### src/pkg/bui_pkg.sv
// constants and carrier types for the bus unit initialisation block
// assumes one 200 MHz clock and a synchronous active-low reset
package bui_pkg;

  localparam int          ADDR_W       = 32;
  localparam int          INIT_HI_BIT  = 31;
  localparam int          INIT_LO_BIT  = 30;
  localparam int          WAY0_BIT     = 15;
  localparam int          WAY1_BIT     = 16;
  localparam logic [3:0]  IDENT_TYPE   = 4'h7;
  localparam logic [1:0]  IDENT_WORDS  = 2'h2;
  localparam int          IDN_LSB      = 0;
  localparam int          DRV_LSB      = 8;
  localparam int          CNT_LSB      = 12;
  localparam logic [7:0]  CONTAIN_RST  = 8'hFF;
  localparam logic [3:0]  START_PAT    = 4'hC;
  localparam logic [4:0]  LATCH_DLY    = 5'h1C;
  localparam int          CHAIN_W      = 38;
  localparam int          VIS_W        = 32;
  localparam int          HALF_W       = 16;
  localparam int          HID_W        = 6;
  localparam logic [2:0]  SLOW_WAIT    = 3'h3;
  localparam int          FIFO_DEPTH   = 16;
  localparam logic [1:0]  COM_ALT_CODE = 2'h2;
  localparam logic [1:0]  NO_REPORT    = 2'h0;
  localparam logic [1:0]  STROBE_ON_N  = 2'h0;
  localparam logic [1:0]  STROBE_OFF_N = 2'h3;

  typedef struct packed {
    logic              wr;
    logic [ADDR_W-1:0] addr;
  } bui_lreq_t;

  localparam int LREQ_W = ADDR_W + 1;

  typedef struct packed {
    logic       hdr;
    logic       dvalid;
    logic       msg;
    logic [3:0] mtype;
    logic       wr;
    logic [1:0] len;
    logic [31:0] ad;
    logic       ident_sel;
  } bui_pb_t;

  typedef struct packed {
    logic       msg_recog_en;
    logic       mem_recog_en;
    logic       cache_en;
    logic       prefetch_en;
    logic       err_rpt_en;
    logic       bus_sw_dis;
    logic       com_rpt_en;
    logic       drive_pin;
    logic       test_en;
    logic       disable_init_ram;
    logic [7:0] containment_ident;
  } bui_ctl_t;

  localparam bui_ctl_t CTL_RST = '{msg_recog_en: 1'b1, mem_recog_en: 1'b0,
                                  cache_en: 1'b0, prefetch_en: 1'b0,
                                  err_rpt_en: 1'b0, bus_sw_dis: 1'b0,
                                  com_rpt_en: 1'b0, drive_pin: 1'b0,
                                  test_en: 1'b0, disable_init_ram: 1'b0,
                                  containment_ident: CONTAIN_RST};

  typedef struct packed {
    logic [3:0] physical_ident;
    logic [3:0] logical_ident;
    logic [1:0] drive_slot_field;
    logic [3:0] count_slot_field;
  } bui_ident_t;

  typedef enum logic [2:0] {
    ID_IDLE = 3'b001,
    ID_D1   = 3'b010,
    ID_D2   = 3'b100
  } bui_id_state_t;

endpackage : bui_pkg

### src/rtl/bui_top.sv
// initialisation logic of the bus expansion unit: init-ram service, reset
// defaults, identify-device order and the serial board-parameter chain.
// assumes packet-bus and parameter-pin inputs are asynchronous to clk_i.
`timescale 1ns/100ps

module bui_fifo #(
  parameter int WIDTH = 8,
  parameter int DEPTH = 16
) (
  input  wire logic             clk_i,
  input  wire logic             nrst_i,
  input  wire logic             in_valid_i,
  output logic                  in_ready_o,
  input  wire logic [WIDTH-1:0] in_data_i,
  output logic                  out_valid_o,
  input  wire logic             out_ready_i,
  output logic      [WIDTH-1:0] out_data_o
);
  localparam int PW = $clog2(DEPTH);

  typedef struct packed {
    logic [DEPTH-1:0][WIDTH-1:0] mem;
    logic [PW-1:0]               wp;
    logic [PW-1:0]               rp;
    logic [PW:0]                 cnt;
  } bui_fifo_st_t;

  bui_fifo_st_t st;
  bui_fifo_st_t next_st;
  logic         push;
  logic         pop;

  assign in_ready_o  = (st.cnt != (PW+1)'(DEPTH));
  assign out_valid_o = (st.cnt != '0);
  assign out_data_o  = st.mem[st.rp];
  assign push        = in_valid_i && in_ready_o;
  assign pop         = out_valid_o && out_ready_i;

  always_comb begin
    next_st = st;
    if (push) begin
      next_st.mem[st.wp] = in_data_i;
      next_st.wp         = st.wp + 1'b1;
    end
    if (pop) begin
      next_st.rp = st.rp + 1'b1;
    end
    next_st.cnt = st.cnt + (PW+1)'(push) - (PW+1)'(pop);
  end

  always_ff @(posedge clk_i) begin
    if (!nrst_i) begin
      st <= '0;
    end else begin
      st <= next_st;
    end
  end
endmodule : bui_fifo

module bui_top (
  input  wire logic                     clk_i,
  input  wire logic                     nrst_i,
  // local bus memory request
  input  wire logic                     lreq_valid_i,
  output logic                          lreq_ready_o,
  input  wire bui_pkg::bui_lreq_t       lreq_i,
  output logic                          lfwd_valid_o,
  output logic [bui_pkg::ADDR_W-1:0]    lfwd_addr_o,
  // local sram sequencing
  output logic [bui_pkg::ADDR_W-1:0]    sram_addr_o,
  output logic                          way_select_zero_o,
  output logic                          way_select_one_o,
  output logic [1:0]                    sram_write_strobes_n_o,
  output logic                          lready_o,
  // packet bus snoop
  input  wire bui_pkg::bui_pb_t         pb_i,
  // control and status
  input  wire logic                     ctl_wr_i,
  input  wire bui_pkg::bui_ctl_t        ctl_i,
  input  wire logic                     clr_altered_i,
  input  wire logic                     unit_failed_i,
  output bui_pkg::bui_ctl_t             ctl_o,
  output logic                          cache_inval_o,
  output logic                          param_altered_o,
  output bui_pkg::bui_ident_t           ident_o,
  // serial board parameter register
  input  wire logic                     param_wr_i,
  input  wire logic [bui_pkg::VIS_W-1:0] param_wdata_i,
  output logic [bui_pkg::VIS_W-1:0]     serial_board_parameters_o,
  // parameter pin, open drain, and error report lines
  input  wire logic                     param_pin_i,
  output logic                          param_pin_o,
  output logic                          param_pin_oe_o,
  output logic [1:0]                    bus_error_report_lines_o
);
  import bui_pkg::*;

  typedef struct packed {
    bui_pb_t              pb_s1;
    bui_pb_t              pb_s2;
    logic                 pin_s1;
    logic                 pin_s2;
    logic [3:0]           hist;
    logic                 counting;
    logic [4:0]           cnt;
    logic [CHAIN_W-1:0]   chain;
    bui_ctl_t             ctl;
    logic                 altered;
    logic                 inval;
    bui_ident_t           ident;
    bui_id_state_t        id_st;
    logic [1:0]           ber;
    logic                 pin_oe;
    logic                 own_s1;
    logic                 own_s2;
    logic [1:0]           strobes_n;
    logic                 fwd_valid;
    logic [ADDR_W-1:0]    fwd_addr;
    logic                 seq_busy;
    logic [2:0]           seq_cnt;
    bui_lreq_t            seq_req;
    logic                 ready;
  } bui_st_t;

  bui_st_t    st;
  bui_st_t    next_st;
  logic       in_valid;
  logic       in_ready;
  logic       hit;
  logic       q_valid;
  logic       q_ready;
  bui_lreq_t  q_data;
  logic       start;

  assign hit      = lreq_i.addr[INIT_HI_BIT] && !lreq_i.addr[INIT_LO_BIT]
                    && !st.ctl.disable_init_ram;
  assign in_valid = lreq_valid_i && hit;
  assign q_ready  = !st.seq_busy;
  assign start    = (st.hist == START_PAT);

  bui_fifo #(
    .WIDTH (LREQ_W),
    .DEPTH (FIFO_DEPTH)
  ) u_fifo (
    .clk_i       (clk_i),
    .nrst_i      (nrst_i),
    .in_valid_i  (in_valid),
    .in_ready_o  (in_ready),
    .in_data_i   (lreq_i),
    .out_valid_o (q_valid),
    .out_ready_i (q_ready),
    .out_data_o  (q_data)
  );

  assign lreq_ready_o = hit ? in_ready : 1'b1;

  always_comb begin
    next_st        = st;
    next_st.pb_s1  = pb_i;
    next_st.pb_s2  = st.pb_s1;
    next_st.pin_s1 = param_pin_i;
    next_st.pin_s2 = st.pin_s1;
    // own pin drive tracked through the same stages so it never reads as a start
    next_st.own_s1 = st.pin_oe;
    next_st.own_s2 = st.own_s1;
    next_st.hist   = {st.hist[2:0], st.pin_s2 | st.own_s2};
    next_st.inval  = 1'b0;
    next_st.ber    = NO_REPORT;
    next_st.ready  = 1'b0;

    // misses go to the memory recognizer only when software enabled it;
    // the unit itself never issues a request of its own
    next_st.fwd_valid = lreq_valid_i && !hit && st.ctl.mem_recog_en;
    next_st.fwd_addr  = lreq_i.addr;

    // slow cache timing: strobes held SLOW_WAIT cycles, then one ready pulse
    if (!st.seq_busy) begin
      if (q_valid) begin
        next_st.seq_busy = 1'b1;
        next_st.seq_cnt  = SLOW_WAIT;
        next_st.seq_req  = q_data;
      end
    end else if (st.seq_cnt == 3'h1) begin
      next_st.seq_busy = 1'b0;
      next_st.seq_cnt  = 3'h0;
      next_st.ready    = 1'b1;
    end else begin
      next_st.seq_cnt = st.seq_cnt - 3'h1;
    end
    next_st.strobes_n = (next_st.seq_busy && next_st.seq_req.wr) ? STROBE_ON_N
                                                                : STROBE_OFF_N;

    if (ctl_wr_i) begin
      next_st.ctl = ctl_i;
    end
    if (clr_altered_i) begin
      next_st.altered = 1'b0;
    end

    // identify-device order snooped on the packet bus
    unique case (st.id_st)
      ID_IDLE: begin
        if (st.pb_s2.hdr && st.pb_s2.msg && st.pb_s2.wr
            && st.pb_s2.mtype == IDENT_TYPE && st.pb_s2.len == IDENT_WORDS) begin
          next_st.id_st = ID_D1;
        end
      end
      ID_D1: begin
        if (st.pb_s2.dvalid) begin
          next_st.id_st = st.pb_s2.ident_sel ? ID_D2 : ID_IDLE;
        end
      end
      ID_D2: begin
        if (st.pb_s2.dvalid) begin
          next_st.ident.physical_ident   = st.pb_s2.ad[IDN_LSB +: 4];
          next_st.ident.logical_ident    = st.pb_s2.ad[IDN_LSB +: 4];
          next_st.ident.drive_slot_field = st.pb_s2.ad[DRV_LSB +: 2];
          next_st.ident.count_slot_field = st.pb_s2.ad[CNT_LSB +: 4];
          next_st.id_st                  = ID_IDLE;
        end
      end
    endcase

    if (param_wr_i) begin
      next_st.chain = {param_wdata_i[HALF_W-1:0], {HID_W{1'b0}},
                       param_wdata_i[VIS_W-1:HALF_W]};
    end

    // serial start: clear test, flag altered, report once
    if (start) begin
      next_st.ctl.test_en = 1'b0;
      next_st.altered     = 1'b1;
      next_st.counting    = 1'b1;
      next_st.cnt         = LATCH_DLY;
      if (st.ctl.com_rpt_en && !st.altered) begin
        next_st.ber = COM_ALT_CODE;
      end
    end else if (st.counting) begin
      if (st.cnt == 5'h1) begin
        next_st.counting = 1'b0;
        next_st.chain    = {st.pin_s2, st.chain[CHAIN_W-1:1]};
      end
      next_st.cnt = st.cnt - 5'h1;
    end

    // permanent-error drive is suspended from a serial start until software clears altered
    next_st.pin_oe = (st.ctl.drive_pin || unit_failed_i) && !st.altered;
  end

  always_ff @(posedge clk_i) begin
    if (!nrst_i) begin
      st       <= '0;
      st.ctl   <= CTL_RST;
      st.inval <= 1'b1;
      st.id_st <= ID_IDLE;
      st.strobes_n <= STROBE_OFF_N;
    end else begin
      st <= next_st;
    end
  end

  assign ctl_o                     = st.ctl;
  assign cache_inval_o             = st.inval;
  assign param_altered_o           = st.altered;
  assign ident_o                   = st.ident;
  assign lfwd_valid_o              = st.fwd_valid;
  assign lfwd_addr_o               = st.fwd_addr;
  assign sram_addr_o               = st.seq_req.addr;
  assign way_select_zero_o         = st.seq_req.addr[WAY0_BIT];
  assign way_select_one_o          = st.seq_req.addr[WAY1_BIT];
  assign sram_write_strobes_n_o    = st.strobes_n;
  assign lready_o                  = st.ready;
  // first bit shifted lands in bit16, last in bit15, hidden bits unread
  assign serial_board_parameters_o = {st.chain[HALF_W-1:0],
                                      st.chain[CHAIN_W-1:CHAIN_W-HALF_W]};
  assign param_pin_o               = 1'b0;
  assign param_pin_oe_o            = st.pin_oe;
  assign bus_error_report_lines_o  = st.ber;
endmodule : bui_top

### config.mk
export PLATFORM = sky130hd
export DESIGN_NAME = bui_top
export DESIGN_NICKNAME = d
export VERILOG_FILES = /design/src/pkg/bui_pkg.sv /design/src/rtl/bui_top.sv
export SDC_FILE = /design/constraint.sdc
export NUM_CORES = 2
export LEC_CHECK = 0
export BUFFER_PORTS_ARGS = -buffer_cell sky130_fd_sc_hd__buf_2
export CORE_MARGIN = 4
export CORE_UTILIZATION = 50
export DETAILED_ROUTE_END_ITERATION = 10
export PLACE_DENSITY = 0.72
export SLEW_MARGIN = 40
export SYNTH_ARGS = -nofsm -noshare
export SYNTH_HDL_FRONTEND = slang
export SYNTH_HIERARCHICAL = 1
export SYNTH_SLANG_ARGS = --single-unit
### constraint.sdc
create_clock -name clk_i -period 5.7 [get_ports clk_i]
set_input_delay 1.14 -clock clk_i [delete_from_list [all_inputs] [get_ports clk_i]]
set_output_delay 1.14 -clock clk_i [all_outputs]
set_load 0.01 [all_outputs]
==> impl_results.md <==
- Final design utilization: 54.5%
- IO Pins: 275
- Vias in the first global route: 24100
- Reg2reg start: u_fifo/st[3]$_SDFF_PN0_
- Library cells used by synthesis: 57
- Via count: 24500
- Largest net degree at the start of global routing: 158
- Number of buffers added on ports: 250
- Static leakage: 12.9 nW
- CP cell instances: buf_2 > nor3b_1 > and2_2 > nand2_1 > ha_1 > inv_1 > ha_1 > fa_1 > a21oi_1 > nor2_1 > or3_1 > and3_1
- Initial antenna violation count: 2
- Share of cells above drive strength 1: 29.5%
- CP max-delay cell: and2_2
- Crit share post-route: 66.6%
- Worst setup path startpoint: lreq_i[31]
- Startpoint Class: input port
- Clock skew: 0.0331 ns
- Global-route usage over all layers: 22.9%
- Worst-Margin Slew: 0.883 ns
- Core ar.: 68600 um^2
- Final setup fails: 0
- Synth warn: 6
- Post-CTS setup buffer count: 0
- Post-synthesis cell type with the largest combined area: dfxtp_1
- Synthesized area: 34600 um^2
- # fillers: 5961
- Number of remaining DRC errors: 0
- Routed Antenna Nets: 0
- RSZ-0062 raised after global routing: false
- Tot Pwr: 12.1 mW
- DR pass1 iterations: 5
- Cell count after synthesis: 3578
- Count leader, synth: nand2_1
- Required time of the critical path: 6.23 ns
- Critical path endpoint category: register
- Min-delay src: st[174]$_SDFF_PN0_
- Post-layout min period: 3.80 ns
- Worst IR Drop VDD: 270 uV
- Nets: 3630
- Max-slew headroom: 41.0%
- Ys async rst share: 0%
- WS Path Type: input port to register
- Outcome: complete, no violations
- DPL Wire Length: 52400 um
- R2R depth: 13
- Most frequent cells after synthesis: 1015 x nand2_1, 742 x dfxtp_1, 268 x a21boi_1
- Die W: 271 um
- Max Cap Viol: 0
- DRT Wirelength: 86200 um
- Yosys reg bits: 742
- WHS Path Cells: 2
- H-Tree Level Count: 3
- Die Ht: 271 um
- Post_cts resized: 0
- Final setup TNS: 0 ns
- Starting density of the core: 50.5%
- # rows: 96
- Avg Cell Area, Syn: 9.68 um^2
- Arrival time worst endpoint: 4.33 ns
- Critical Path Fanout Max: 20
- Clk_lat worst skew: 0.64 ns
- Pwr dens: 324 nW/um^2
- Hold Buf Count CTS: 0
- GR Overflow Total: 0
- Area delta synth->final: 7.83%
- Hold WS: 0.427 ns
- Maximum clock frequency: 263 MHz
- Most frequent CP cell: ha_1
- Gpl congestion: 0.773
- TritonCTS clock tree: done
- Pre-CTS setup slack: 1.27 ns
- Min-Delay Path Class: register to register
- Maximum clock path buffer count: 3
- Vias per inst: 5.49
- Top cell type's share of synthesized area: 42.9%
- First-pass GRT wire length: 136000 um
- Clock tree root buffer cell: clkbuf_16
- Sequential area share after synthesis: 42.9%
- Synth area leaders: dfxtp_1 43%, nand2_1 11%, mux4_2 8.6%, a21boi_2 8.5%, a21boi_1 5.8%
- Hold Fails Final Rpt: 0
- CP max stage delay: 0.58 ns
- Clock Sinks: 742
- Die area: 73600 um^2
- CTS clk-pin slew, worst paths: 0.06 ns
- Routed wire per std cell: 19.3 um
- EDFF count, synth: 0
- DR iter-0 viols: 1693
- Top_reg_cell synth: dfxtp_1
- Fin. max-slew vios: 0
- Final WS setup: 1.90 ns
- TritonCTS buffer count: 79
[power breakdown]
group / leakage [nW] / switching, mW / internal [mW]
sequential: 6.01 / 0.166 / 5.30
combinational: 5.58 / 0.869 / 0.623
clock: 1.31 / 2.18 / 2.99
[worst paths after layout]
| check | end | slack (ns) |
|---|---|---|
| worst min-delay path | ident_o[4]$_SDFFE_PN0P_ | 0.43 |
| worst max register to register | u_fifo/st[4]$_SDFF_PN0_ | 2.44 |
| worst max-delay path | u_fifo/st[4]$_SDFF_PN0_ | 1.90 |
| worst min register to register | ident_o[4]$_SDFFE_PN0P_ | 0.43 |
[layout by cell type (no fill, tap or decap), drive strengths merged, types with 3 or more instances in the layout]
cell type  netlist  layout
nand2b           6       6
a22oi           66      66
nand3b           8       8
a211oi          35      35
clkinv           0      20
nand4bb          3       3
nand2         1196    1196
xor2             3       3
dfxtp          742     742
nand4           16      16
mux2i           57      57
and2            94      94
and3             3       3
and4            17      17
ha              15      15
buf            346     302
nor2            21      21
nor4            33      33
clkbuf         136     114
nor4bb           5       5
inv             16      17
xnor2            9       9
mux4           132     132
bufinv           0       3
nor2b            3       3
nand3            9       9
a21boi         530     530
nor3             3       3
a21oi           52      52
[logic make-up (layout without fill, tap and decap cells)]
| kind of cell | after synthesis | in the layout | synth area share, % |
|---|---|---|---|
| compound gates | 693 | 693 | 17.5 |
| xor+xnor | 12 | 12 | 0.303 |
| fa+ha+maj | 16 | 16 | 0.600 |
| buf+inv | 498 | 456 | 9.27 |
| flops | 742 | 742 | 42.9 |
| mux | 189 | 189 | 10.2 |
| other cells | 1 | 4 | 0.0108 |
| simple gates | 1427 | 1427 | 19.2 |
[worst max-delay path, delay by kind of cell]
kind / cells / cell delay [ns]
fa+ha+maj: 3 / 0.94
simple gates: 6 / 1.70
buf+inv: 2 / 0.37
compound gates: 1 / 0.16
[per-stage QoR]
step	cells	cell area (um^2)
2_1_floorplan	3579	34600
3_3_place_gp	4317	34400
3_5_place_dp	4329	34700
4_1_cts	4467	37300
5_1_grt	4470	37400
6_report	4470	37400
[registers in the layout, summed over array words and instances, names as in the netlist, 10 cells and up]
| register | cells |
|---|---|
| ctl_o | 18 |
| ident_o | 10 |
| lfwd_addr_o | 32 |
| next_st | 26 |
| serial_board_parameters_o | 32 |
| sram_addr_o | 32 |
| st | 44 |
| u_fifo/st | 541 |
[layout make-up]
| class | instances | area [um^2] | share of cell area, % |
|---|---|---|---|
| Timing Repair Buffer | 302 | 1940 | 5.19 |
| Tap cell | 931 | 1160 | 3.12 |
| Clock buffer | 114 | 2310 | 6.18 |
| Multi-Input combinational cell | 2339 | 16700 | 44.6 |
| Clock inverter | 24 | 350 | 0.938 |
| Sequential cell | 742 | 14900 | 39.8 |
| Antenna cell | 2 | 5.00 | 0.0134 |
| Inverter | 16 | 62.6 | 0.167 |
[per-layer routing]
metal | global-route usage (%) | part of all wire (%) | vias up
met3 | 3.26 | 5.3 | 154
met5 | 0 | 0 | -
met1 | 29.3 | 42 | 12100
met2 | 40.3 | 50 | 659
met4 | 6.75 | 2.5 | 0
li1 | - | - | 11700
Note: power is estimated with default switching activity, not from simulation.
